==> config.mk <==
export PLATFORM = sky130hd
export DESIGN_NAME = tsq_seq
export DESIGN_NICKNAME = d
export VERILOG_FILES = /design/src/pkg/tsq_pkg.sv /design/src/hw/tsq_term.sv /design/src/hw/tsq_seq.sv
export SDC_FILE = /design/constraint.sdc
export NUM_CORES = 2
export LEC_CHECK = 0
export ABC_AREA = 0
export BUFFER_PORTS_ARGS = -buffer_cell sky130_fd_sc_hd__buf_4
export CORE_ASPECT_RATIO = 2
export CORE_UTILIZATION = 50
export CTS_CLUSTER_DIAMETER = 40
export DETAILED_ROUTE_END_ITERATION = 8
export PLACE_DENSITY = 0.74
export SYNTH_ARGS = -nofsm -noshare
export SYNTH_HDL_FRONTEND = slang
export SYNTH_SLANG_ARGS = --single-unit
==> constraint.sdc <==
create_clock -name CLK -period 5.75 [get_ports CLK]
set_input_delay 0 -clock CLK [delete_from_list [all_inputs] [get_ports CLK]]
set_output_delay 0 -clock CLK [all_outputs]
set_load 0.03 [all_outputs]
==> src/pkg/tsq_pkg.sv <==
// Constants, field layouts and state types of the trace sequencer.
// Assumes one sample per enabled CLK edge and an AXI4-Lite register port.
package tsq_pkg;
    // Level set and counter sizes
    localparam int LVL_W   = 4;
    localparam int NUM_LVL = 16;
    localparam int DLY_W   = 16;
    localparam int CNT_W   = 16;
    localparam int AXI_AW  = 12;
    localparam int AXI_DW  = 32;
    localparam int STRB_W  = 4;

    localparam logic [LVL_W-1:0] LVL_FIRST = 4'h0;
    localparam logic [LVL_W-1:0] LVL_LAST  = 4'hF;
    localparam logic [LVL_W-1:0] LVL_ONE   = 4'h1;
    localparam logic [CNT_W-1:0] CNT_ZERO  = 16'h0000;
    localparam logic [CNT_W-1:0] CNT_ONE   = 16'h0001;
    localparam logic [CNT_W-1:0] CNT_MAX   = 16'hFFFF;
    localparam logic [DLY_W-1:0] DLY_RST   = 16'h0203;

    // Register map
    localparam logic [AXI_AW-1:0] ADDR_CTRL = 12'h000;
    localparam logic [AXI_AW-1:0] ADDR_STAT = 12'h004;
    localparam logic [AXI_AW-1:0] AREA_LO   = 12'h100;
    localparam logic [AXI_AW-1:0] AREA_HI   = 12'h180;
    localparam int IDX_LSB      = 3;
    localparam int SEL_DLY_BIT  = 2;
    localparam int CTRL_ARM_BIT = 0;
    localparam int STAT_STOP    = 4;
    localparam int STAT_CNT_LSB = 16;
    localparam logic [1:0] RESP_OKAY   = 2'h0;
    localparam logic [1:0] RESP_SLVERR = 2'h2;

    // Match input bit positions, one per condition term
    localparam int M_TRACE = 0;
    localparam int M_ADV   = 1;
    localparam int M_JUMP  = 2;
    localparam int M_STOP  = 3;
    localparam int NUM_TERM = 4;

    typedef enum logic [1:0] {TERM_NEVER, TERM_ALWAYS, TERM_MATCH} tsq_mode_e;
    typedef enum logic [1:0] {QUAL_NONE, QUAL_GT, QUAL_LE, QUAL_EQ} tsq_qual_e;

    typedef struct packed {
        tsq_qual_e qual;
        tsq_mode_e mode;
    } tsq_term_s;

    typedef struct packed {
        logic             count_pat;
        logic [LVL_W-1:0] jump_to;
        tsq_term_s        stop;
        tsq_term_s        jump;
        tsq_term_s        adv;
        tsq_term_s        trace;
    } tsq_lvl_s;

    localparam int CFG_W = $bits(tsq_lvl_s);
    localparam tsq_lvl_s CFG_RST = '0;

    typedef struct packed {
        tsq_lvl_s [NUM_LVL-1:0]            cfg;
        logic [NUM_LVL-1:0][DLY_W-1:0]     dly;
        logic [LVL_W-1:0]                  level;
        logic [CNT_W-1:0]                  count;
        logic                              stopped;
        logic                              store;
        logic                              awready;
        logic                              wready;
        logic                              aw_got;
        logic                              w_got;
        logic [AXI_AW-1:0]                 awaddr;
        logic [AXI_DW-1:0]                 wdata;
        logic [STRB_W-1:0]                 wstrb;
        logic                              bvalid;
        logic [1:0]                        bresp;
        logic                              arready;
        logic                              rvalid;
        logic [AXI_DW-1:0]                 rdata;
        logic [1:0]                        rresp;
    } tsq_state_s;
endpackage

==> src/hw/tsq_term.sv <==
// One condition term of a sequencer level: mode, count qualifier, result.
// Assumes the caller gives the sample count including the present sample.
`timescale 1ns/1ps
module tsq_term
    import tsq_pkg::*;
(
    input  tsq_pkg::tsq_term_s        term,
    input  wire logic                 match,
    input  wire logic [tsq_pkg::CNT_W-1:0] cnt,
    input  wire logic [tsq_pkg::DLY_W-1:0] dly,
    output logic                      hit
);
    logic base;
    logic qual_ok;

    // Base condition, then the count comparison against the delay
    always_comb
    begin
        case (term.mode)
            TERM_ALWAYS: base = 1'b1;
            TERM_MATCH:  base = match;
            default:     base = 1'b0;
        endcase
        case (term.qual)
            QUAL_GT: qual_ok = cnt > dly;
            QUAL_LE: qual_ok = cnt <= dly;
            QUAL_EQ: qual_ok = cnt == dly;
            default: qual_ok = 1'b1;
        endcase
        hit = base && qual_ok;
    end
endmodule

==> src/hw/tsq_seq.sv <==
// Multi-level trace sequencer with AXI4-Lite register access.
// Assumes MATCH comes from external pattern comparators, one bit per term,
// valid for the sample taken at each CLK edge with CE high.
//
// Added by the designer: the register addresses and the AXI4-Lite slave port.
`timescale 1ns/1ps
module tsq_seq
    import tsq_pkg::*;
(
    input  wire logic                       CLK,
    input  wire logic                       NRST,
    input  wire logic                       CE,
    input  wire logic [NUM_TERM-1:0]        MATCH,
    output logic                            STORE,
    output logic [tsq_pkg::LVL_W-1:0]       LEVEL,
    output logic                            STOPPED,
    input  wire logic                       S_AXI_AWVALID,
    output logic                            S_AXI_AWREADY,
    input  wire logic [tsq_pkg::AXI_AW-1:0] S_AXI_AWADDR,
    input  wire logic                       S_AXI_WVALID,
    output logic                            S_AXI_WREADY,
    input  wire logic [tsq_pkg::AXI_DW-1:0] S_AXI_WDATA,
    input  wire logic [tsq_pkg::STRB_W-1:0] S_AXI_WSTRB,
    output logic                            S_AXI_BVALID,
    input  wire logic                       S_AXI_BREADY,
    output logic [1:0]                      S_AXI_BRESP,
    input  wire logic                       S_AXI_ARVALID,
    output logic                            S_AXI_ARREADY,
    input  wire logic [tsq_pkg::AXI_AW-1:0] S_AXI_ARADDR,
    output logic                            S_AXI_RVALID,
    input  wire logic                       S_AXI_RREADY,
    output logic [tsq_pkg::AXI_DW-1:0]      S_AXI_RDATA,
    output logic [1:0]                      S_AXI_RRESP
);
    import tsq_pkg::*;

    tsq_state_s         s;
    tsq_state_s         next_s;
    tsq_lvl_s           cur;
    logic [DLY_W-1:0]   cur_dly;
    logic [CNT_W-1:0]   cnt_eff;
    logic [NUM_TERM-1:0] hit;
    logic               arm_fire;
    logic               live;

    // Byte-lane merge for register writes
    function automatic logic [AXI_DW-1:0] wmerge(input logic [AXI_DW-1:0] old,
                                                  input logic [AXI_DW-1:0] nw,
                                                  input logic [STRB_W-1:0] st);
        logic [AXI_DW-1:0] r;
        r = old;
        for (int i = 0; i < STRB_W; i++)
            if (st[i])
                r[i*8 +: 8] = nw[i*8 +: 8];
        return r;
    endfunction

    // Current level's settings and its sample count including this sample
    assign cur     = s.cfg[s.level];
    assign cur_dly = s.dly[s.level];
    assign cnt_eff = ((cur.count_pat ? MATCH[M_ADV] : 1'b1) && s.count != CNT_MAX)
                   ? s.count + CNT_ONE : s.count;

    // Four term evaluators on the current level
    tsq_term u_trace (.term(cur.trace), .match(MATCH[M_TRACE]), .cnt(cnt_eff),
                      .dly(cur_dly), .hit(hit[M_TRACE]));
    tsq_term u_adv   (.term(cur.adv),   .match(MATCH[M_ADV]),   .cnt(cnt_eff),
                      .dly(cur_dly), .hit(hit[M_ADV]));
    tsq_term u_jump  (.term(cur.jump),  .match(MATCH[M_JUMP]),  .cnt(cnt_eff),
                      .dly(cur_dly), .hit(hit[M_JUMP]));
    tsq_term u_stop  (.term(cur.stop),  .match(MATCH[M_STOP]),  .cnt(cnt_eff),
                      .dly(cur_dly), .hit(hit[M_STOP]));

    // Next state: register port first, then the sequencer
    always_comb
    begin
        logic [AXI_DW-1:0] wtmp;
        logic [AXI_DW-1:0] rd;
        logic [1:0]        resp;
        logic [LVL_W-1:0]  idx;
        logic              go_w;
        wtmp = '0;
        rd = '0;
        resp = RESP_OKAY;
        idx = '0;
        go_w = 1'b0;
        next_s = s;
        arm_fire = 1'b0;

        // Write address and data are taken in either order
        if (s.awready && S_AXI_AWVALID)
        begin
            next_s.aw_got = 1'b1;
            next_s.awaddr = S_AXI_AWADDR;
        end
        if (s.wready && S_AXI_WVALID)
        begin
            next_s.w_got = 1'b1;
            next_s.wdata = S_AXI_WDATA;
            next_s.wstrb = S_AXI_WSTRB;
        end
        if (s.bvalid && S_AXI_BREADY)
            next_s.bvalid = 1'b0;
        go_w = s.aw_got && s.w_got && !s.bvalid;

        // Write decode
        if (go_w)
        begin
            idx = s.awaddr[IDX_LSB +: LVL_W];
            if (s.awaddr == ADDR_CTRL)
            begin
                arm_fire = s.wstrb[0] && s.wdata[CTRL_ARM_BIT];
            end
            else if (s.awaddr == ADDR_STAT)
            begin
                resp = RESP_OKAY;
            end
            else if (s.awaddr >= AREA_LO && s.awaddr < AREA_HI)
            begin
                if (s.awaddr[SEL_DLY_BIT])
                begin
                    wtmp = wmerge({{(AXI_DW-DLY_W){1'b0}}, s.dly[idx]}, s.wdata, s.wstrb);
                    next_s.dly[idx] = wtmp[DLY_W-1:0];
                end
                else
                begin
                    wtmp = wmerge({{(AXI_DW-CFG_W){1'b0}}, s.cfg[idx]}, s.wdata, s.wstrb);
                    next_s.cfg[idx] = tsq_lvl_s'(wtmp[CFG_W-1:0]);
                end
            end
            else
            begin
                resp = RESP_SLVERR;
            end
            next_s.aw_got = 1'b0;
            next_s.w_got  = 1'b0;
            next_s.bvalid = 1'b1;
            next_s.bresp  = resp;
        end
        next_s.awready = !next_s.aw_got && !next_s.bvalid;
        next_s.wready  = !next_s.w_got && !next_s.bvalid;

        // Read channel: one outstanding read
        if (s.rvalid && S_AXI_RREADY)
            next_s.rvalid = 1'b0;
        if (s.arready && S_AXI_ARVALID)
        begin
            resp = RESP_OKAY;                                // Not the write's code
            idx = S_AXI_ARADDR[IDX_LSB +: LVL_W];
            if (S_AXI_ARADDR == ADDR_CTRL)
            begin
                rd = '0;
            end
            else if (S_AXI_ARADDR == ADDR_STAT)
            begin
                rd[LVL_W-1:0] = s.level;
                rd[STAT_STOP] = s.stopped;
                rd[STAT_CNT_LSB +: CNT_W] = s.count;
            end
            else if (S_AXI_ARADDR >= AREA_LO && S_AXI_ARADDR < AREA_HI)
            begin
                if (S_AXI_ARADDR[SEL_DLY_BIT])
                    rd[DLY_W-1:0] = s.dly[idx];
                else
                    rd[CFG_W-1:0] = s.cfg[idx];
            end
            else
            begin
                resp = RESP_SLVERR;
            end
            next_s.rvalid = 1'b1;
            next_s.rdata  = rd;
            next_s.rresp  = resp;
        end
        next_s.arready = !next_s.rvalid;

        // Sequencer, one step per sample
        next_s.store = 1'b0;
        if (arm_fire)
        begin
            next_s.level   = LVL_FIRST;
            next_s.count   = CNT_ZERO;
            next_s.stopped = 1'b0;
        end
        else if (!s.stopped)
        begin
            next_s.store = hit[M_TRACE];
            next_s.count = cnt_eff;
            if (hit[M_STOP])
            begin
                next_s.stopped = 1'b1;
            end
            else if (hit[M_JUMP])
            begin
                next_s.level = cur.jump_to;
                next_s.count = CNT_ZERO;
            end
            else if (hit[M_ADV] && s.level != LVL_LAST)
            begin
                next_s.level = s.level + LVL_ONE;
                next_s.count = CNT_ZERO;
            end
        end
    end

    // State register, frozen while CE is low
    always_ff @(posedge CLK or negedge NRST)
    begin
        if (!NRST)
        begin
            s         <= '0;
            s.cfg     <= {NUM_LVL{CFG_RST}};
            s.dly     <= {NUM_LVL{DLY_RST}};
            s.awready <= 1'b1;
            s.wready  <= 1'b1;
            s.arready <= 1'b1;
        end
        else if (CE)
        begin
            s <= next_s;
        end
    end

    // Outputs straight from the state register
    assign STORE         = s.store;
    assign LEVEL         = s.level;
    assign STOPPED       = s.stopped;
    assign S_AXI_AWREADY = s.awready;
    assign S_AXI_WREADY  = s.wready;
    assign S_AXI_BVALID  = s.bvalid;
    assign S_AXI_BRESP   = s.bresp;
    assign S_AXI_ARREADY = s.arready;
    assign S_AXI_RVALID  = s.rvalid;
    assign S_AXI_RDATA   = s.rdata;
    assign S_AXI_RRESP   = s.rresp;

    // Checks on the sequencer
    assign live = CE && !arm_fire && !s.stopped;
endmodule

# Word-level counts from Yosys, hierarchy flattened
# Cells that the tools add are included.
[totals] reg_bits=693 wordCells=358
[op_classes] addsub=2 mux=88 n_lt_le_gt_ge=10 reduce_logical=35 n_eq_ne=27 bitwise_logic=3
[ops] op="$bwmux W336" count=1
[ops] op="$bwmux W256" count=1
[ops] op="$bmux W21 S4" count=3
[ops] op="$bmux W16 S4" count=3
[ops] op="$mux W8" count=24
[ops] op="$mux W21" count=6
[ops] op="$mux W16" count=6
[ops] op="$demux W21 S4" count=1
[ops] op="$demux W16 S4" count=1
[ops] op="$mux W20" count=3
[ops] op="$mux W5" count=9
[ops] op="$mux W35" count=1
[ops] op="$mux W32" count=1
[ops] op="$eq A12 B3 Y1 const B" count=2
[ops] op="$eq A2 B2 Y1 const B" count=12
[ops] op="$ge A12 B9 Y1 const B" count=2
[ops] op="$logic_not A12 Y1" count=2
[ops] op="$lt A12 B9 Y1 const B" count=2
[ops] op="$mux W11" count=2
[ops] op="$mux W22" count=1
[ops] op="$logic_and A1 B1 Y1" count=19
[ops] op="$add A16 B1 Y16 const B" count=1
[ops] op="$eq A16 B16 Y1" count=1
[ops] op="$eq A2 B1 Y1 const B" count=8
[ops] op="20 further kinds" count=53

# Longest topological paths before layout
[depth] word_depth=14 ltp_mapped=23

# Modules after synthesis
# From an unflattened synthesis, not the netlist that was laid out.
[unflattened] hier_cells=3570 area_unflattened_um2=42228.0
[modules_own_cells] mod="tsq_seq" cells_per_inst=3302 area_per_inst_um2=40316.2 n_inst=1 seq_area_each_um2=17355.4
[modules_own_cells] mod="tsq_term" cells_per_inst=67 area_per_inst_um2=478.0 n_inst=4 seq_area_each_um2=0.0

# Worst setup path after synthesis
# OpenSTA, ideal clock, no wires.
[synth_path] path_kind="register to register" start="reg s (netlist bit LEVEL[0])" end="reg s (netlist bit LEVEL[1])" stages_incl_launch_ff=21 arrival_time_ns=5.193 path_slack_ns=0.480 setup_time_ns=0.077 required_ns=5.673 synth_period_minus_slack_ns=5.270 path_cell_list="dfrtp_1 > buf_6 > buf_6 > buf_2 > buf_2 > clkbuf_1 > buf_2 > mux4_2 > mux4_2 > inv_1 > ha_1 > nand4_1 > nor4_1 > and4_1 > clkbuf_1 > a31oi_1 > a211o_1 > a21o_1 > buf_2 > or4_1 > o21ai_1"
[synth_via] elab_chain_len=12
[synth_lines] item="start, declared" line="tsq_seq.sv:37" text="tsq_state_s s;"
[synth_lines] item="start signal, assigned" line="tsq_seq.sv:220" text="s <= next_s;"
[synth_lines] item="$bmux W21 S4" line="tsq_seq.sv:59" text="assign cur = s.cfg[s.level];"
[synth_lines] item="$mux W21 (not written as such)" line="tsq_seq.sv:59"
[synth_lines] item="$mux W1" line="tsq_seq.sv:61" text="assign cnt_eff = ((cur.count_pat ? MATCH[M_ADV] : 1'b1) && s.count != CNT_MAX)"
[synth_lines] item="$logic_and A1 B1 Y1" line="tsq_seq.sv:61"
[synth_lines] item="$mux W16" line="tsq_seq.sv:62" text="? s.count + CNT_ONE : s.count;"
[synth_lines] item="$le A16 B16 Y1 (tied with other cells)" line="tsq_term.sv:26" text="QUAL_LE: qual_ok = cnt <= dly;"
[synth_lines] item="$pmux W1 S3" line="tsq_term.sv:24" text="case (term.qual)"
[synth_lines] item="$logic_and A1 B1 Y1" line="tsq_term.sv:30" text="hit = base && qual_ok;"
[synth_lines] item="$mux W20" line="tsq_seq.sv:193" text="else if (hit[M_JUMP])"
[synth_lines] item="$mux W20" line="tsq_seq.sv:189" text="if (hit[M_STOP])"
[synth_lines] item="$mux W22" line="tsq_seq.sv:185" text="else if (!s.stopped)"
[synth_lines] item="$mux W21" line="tsq_seq.sv:179" text="if (arm_fire)"
# Parallel ways exist; a longest one is shown, timed or not. The select of a mux whose other input is x is not followed.
# A chain may end at the register's enable or synchronous reset.

# Worst setup path after layout
[layout_path] start="reg s (netlist bit LEVEL[0])" end="reg s[108] (netlist name)"
[layout_via] elab_chain_len=14
[layout_lines] item="$bmux W21 S4" line="tsq_seq.sv:59"
[layout_lines] item="$mux W21 (not written as such)" line="tsq_seq.sv:59"
[layout_lines] item="$mux W1" line="tsq_seq.sv:61"
[layout_lines] item="$logic_and A1 B1 Y1" line="tsq_seq.sv:61"
[layout_lines] item="$mux W16" line="tsq_seq.sv:62"
[layout_lines] item="$le A16 B16 Y1 (tied with other cells)" line="tsq_term.sv:26"
[layout_lines] item="$pmux W1 S3" line="tsq_term.sv:24"
[layout_lines] item="$logic_and A1 B1 Y1" line="tsq_term.sv:30"
[layout_lines] item="$logic_and A1 B1 Y1" line="tsq_seq.sv:198" text="else if (hit[M_ADV] && s.level != LVL_LAST)"
[layout_lines] item="$mux W20" line="tsq_seq.sv:198"
[layout_lines] item="$mux W20" line="tsq_seq.sv:193"
[layout_lines] item="$mux W20 *" line="tsq_seq.sv:189"
[layout_lines] item="$mux W22 *" line="tsq_seq.sv:185"
[layout_lines] item="$mux W21 *" line="tsq_seq.sv:179"
# Mark *: on every way between the ends. The rest lies on a longest branch, timed or not. The select of a mux whose other input is x is not followed.

==> results.yml <==
outcome:
  run_status: "finished, violations left"
  violations: "negative hold slack"
worst_setup_path:
  arrival_ns: 5.89
  cp-start-kind: "register"
  critPathMaxStageDelay_ns: 0.53
  cp_common_cell: "nand3_1"
  crit_chain: "mux4_2 > mux4_2 > nor2b_1 > a31oi_4 > nand3_1 > nor2_1 > nand3_1 > xnor2_1 > ha_1 > nand4_1 > nor4_1 > a21bo_2 > a31oi_2 > a21oi_1 > a21oi_2 > a21o_2 > nand3_1 > o31ai_1"
  ff2ff_path_depth: 18
  cpMaxStageDelayCell: "dfrtp_4"
  cp.required_ns: 6.28
  worstPathMaxFanout: 10
  worstSetupPathType: "reg -> reg"
  worstSetupEndpointType: "register"
sta:
  finClkSkew_ns: 0.0292
  max-slew-margin-rel_pct: 10.2
  fmax_mhz: 187
  setup_viol_count_final: 0
  post-route-period-util_pct: 93.2
  final_hold_viol_count: 10
  worst_slew_pin_slew_ns: 1.31
  period_minus_slack_ns: 5.36
  slew_violations: 0
  hold_ws_ns: -0.0474
  rsz0062_at_grt: "no"
  fin_tns_setup_ns: 0
synthesis:
  ys_types: 58
  synth_edf_count: 0
  async_flop_share_pct: 100
  synth.most_common_cell: "dfrtp_1"
  synth_flop_cell: "dfrtp_1"
  synth_top_area_share_pct: 40.0
  synth-seq-cells: 691
  yosysSeqAreaShare_pct: 43.3
  syn_area_sq_um: 40000
  synth_area_per_cell_sq_um: 12.1
  yosysWarnings: 0
  synthCells: 3311
  yosys-top-cells-count: "640 x dfrtp_1, 550 x mux4_2, 442 x nor2_1"
  synth_top_cell_by_area: "dfrtp_1"
  synth_top_cells_by_area: "dfrtp_1 40%, mux4_2 31%, a21oi_1 5.3%"
clocking:
  cts_max_level: 2
  clkSlewWorstSetupHoldPaths_ns: 0.07
  tritoncts.num_buffers: 59
  cts_sinks: 691
  ctsRootBufferMaster: "clkbuf_16"
  cts_tree: "yes"
  max-clock-path-buffers: 3
  clock_latency_ns: 0.64
pwr:
  p_per_area_nw_per_um2: 302
  finalPower_mw: 13.2
  leakagePower_nw: 18.2
  ir_drop_uv: 229
layout:
  utilization_pct: 55.3
  nets: 3332
  area_delta_synth_final_pct: 9.52
  top_register: "s"
  largest_register_ffs: 646
  final_layout_size_suffix_gt1_share_pct: 29.0
die:
  die_area_sq_um: 81300
  num_rows: 146
  fp.dieW_microns: 202
  core_sq_um: 79300
  start_util_pct: 50.5
  die_h_microns: 402
  io_pins: 119
routing:
  vias_per_cell: 6.71
  num_vias: 29000
  wl_mm: 119
  wl_per_cell_microns: 27.5
  drc: 0
  firstDrtPassIters: 6
  ant_nets: 0
  drt_iter0_drc: 2798
global_route:
  antenna_found_initial: 1
  grt_pass1_wl_mm: 181
  grt_pass1_vias: 29800
  grt_max_degree: 161
  grt-ovfl-total: 0
  grt_usage_pct: 29.9
flow_run:
  max_cap_viol_count: 0
place:
  place.gp.congestion: 0.940
  portBuffers: 104
  place_hpwl_mm: 75.3
hold_path:
  worst_hold_path_type: "in -> async"
==> layout make-up <==
class / instances / area [sq um]
Antenna cell: 1 / 2.50
Clock buffer: 88 / 1780
Clock inverter: 22 / 211
Fill cell: 6335 / 35400
Inverter: 43 / 161
Multi-Input combinational cell: 2218 / 21100
Sequential cell: 691 / 17400
Tap cell: 1036 / 1300
Timing Repair Buffer: 221 / 1930
==> critical path, delay by kind of cell (launching register included) <==
kind / cells / cell delay [ns]
compound gates: 7 / 1.74
xor+xnor: 1 / 0.16
fa+ha+maj: 1 / 0.30
flops: 1 / 0.53
mux: 2 / 1.03
simple gates: 7 / 1.50
==> layer usage <==
metal / GRT usage, % / part of all wire [%] / vias to the layer above / wire [microns]
li1: - / - / 12200 / -
met1: 33.9 / 32 / 14700 / 38400
met2: 50.8 / 51 / 1588 / 60100
met4: 22.5 / 8.7 / 0 / 10300
met5: 0 / 0 / - / 0
met3: 4.63 / 8.5 / 466 / 10200
==> per-stage QoR <==
step                      hold slack, ns  area (sq um)  setup slack, ns  std cells
after global routing              0.0536         43800           0.0608       4319
after floorplan                   -0.296         40000            0.480       3312
after detailed placement          0.0876         41300            0.122       4157
after CTS                        0.00703         43800           0.0962       4319
final                            -0.0474         43800            0.391       4320
after global placement            0.0993         41300            0.158       4157
==> worst paths after layout <==
check,from,to,slack (ns)
max,LEVEL[0],s[108],0.39
min,NRST,s[51],-0.05
max reg2reg,LEVEL[0],s[108],0.39
min reg2reg,S_AXI_RDATA[9],S_AXI_RDATA[9],0.48
max in group asynchronous,NRST,s[80],4.19
min in group CLK,MATCH[1],s[93],0.01
==> where the power goes <==
part	leakage (nW)	switching, mW	internal (mW)
logic	7.92	1.86	1.29
clock network	0.968	1.90	2.28
registers	9.33	0.727	5.17
==> cells in the final DEF (no fill, tap or decap), types with 9 or more instances in the layout <==
cell,instances
clkinv_2,10
clkbuf_16,62
mux4_2,550
buf_12,10
o21ai_0,228
nand4_1,9
mux2_2,39
xnor2_1,10
nor2_2,11
dfrtp_1,633
nand2_1,278
and2_1,10
ha_1,26
nand3_1,21
buf_4,156
nor2_1,421
mux2i_1,55
clkbuf_8,13
and3_1,9
clkbuf_1,13
nor2_4,10
dlygate4sd3_1,52
dfstp_2,51
inv_1,41
a21oi_1,427
==> timing repair <==
item,4_1_cts,5_1_grt
endpoints found under the hold margin,144,0
resized for setup,0,5
setup buffers,0,0
hold buffers,52,0
setup endpoints to repair,0,18
==> cells by family (layout without fill, tap and decap cells) <==
logic type	Yosys count	after routing	share of synthesized area (%)
and+or+nand+nor	821	821	8.33
AOI/OAI and AO/OA	707	707	9.27
DFF	691	691	43.3
muxes	647	647	33.6
buffers and inverters	403	374	4.35
adders and majority gates	26	26	0.812
xor gates and xnor gates	15	15	0.328
other	1	3	0.00937
Power figures use the tool's default switching activity.
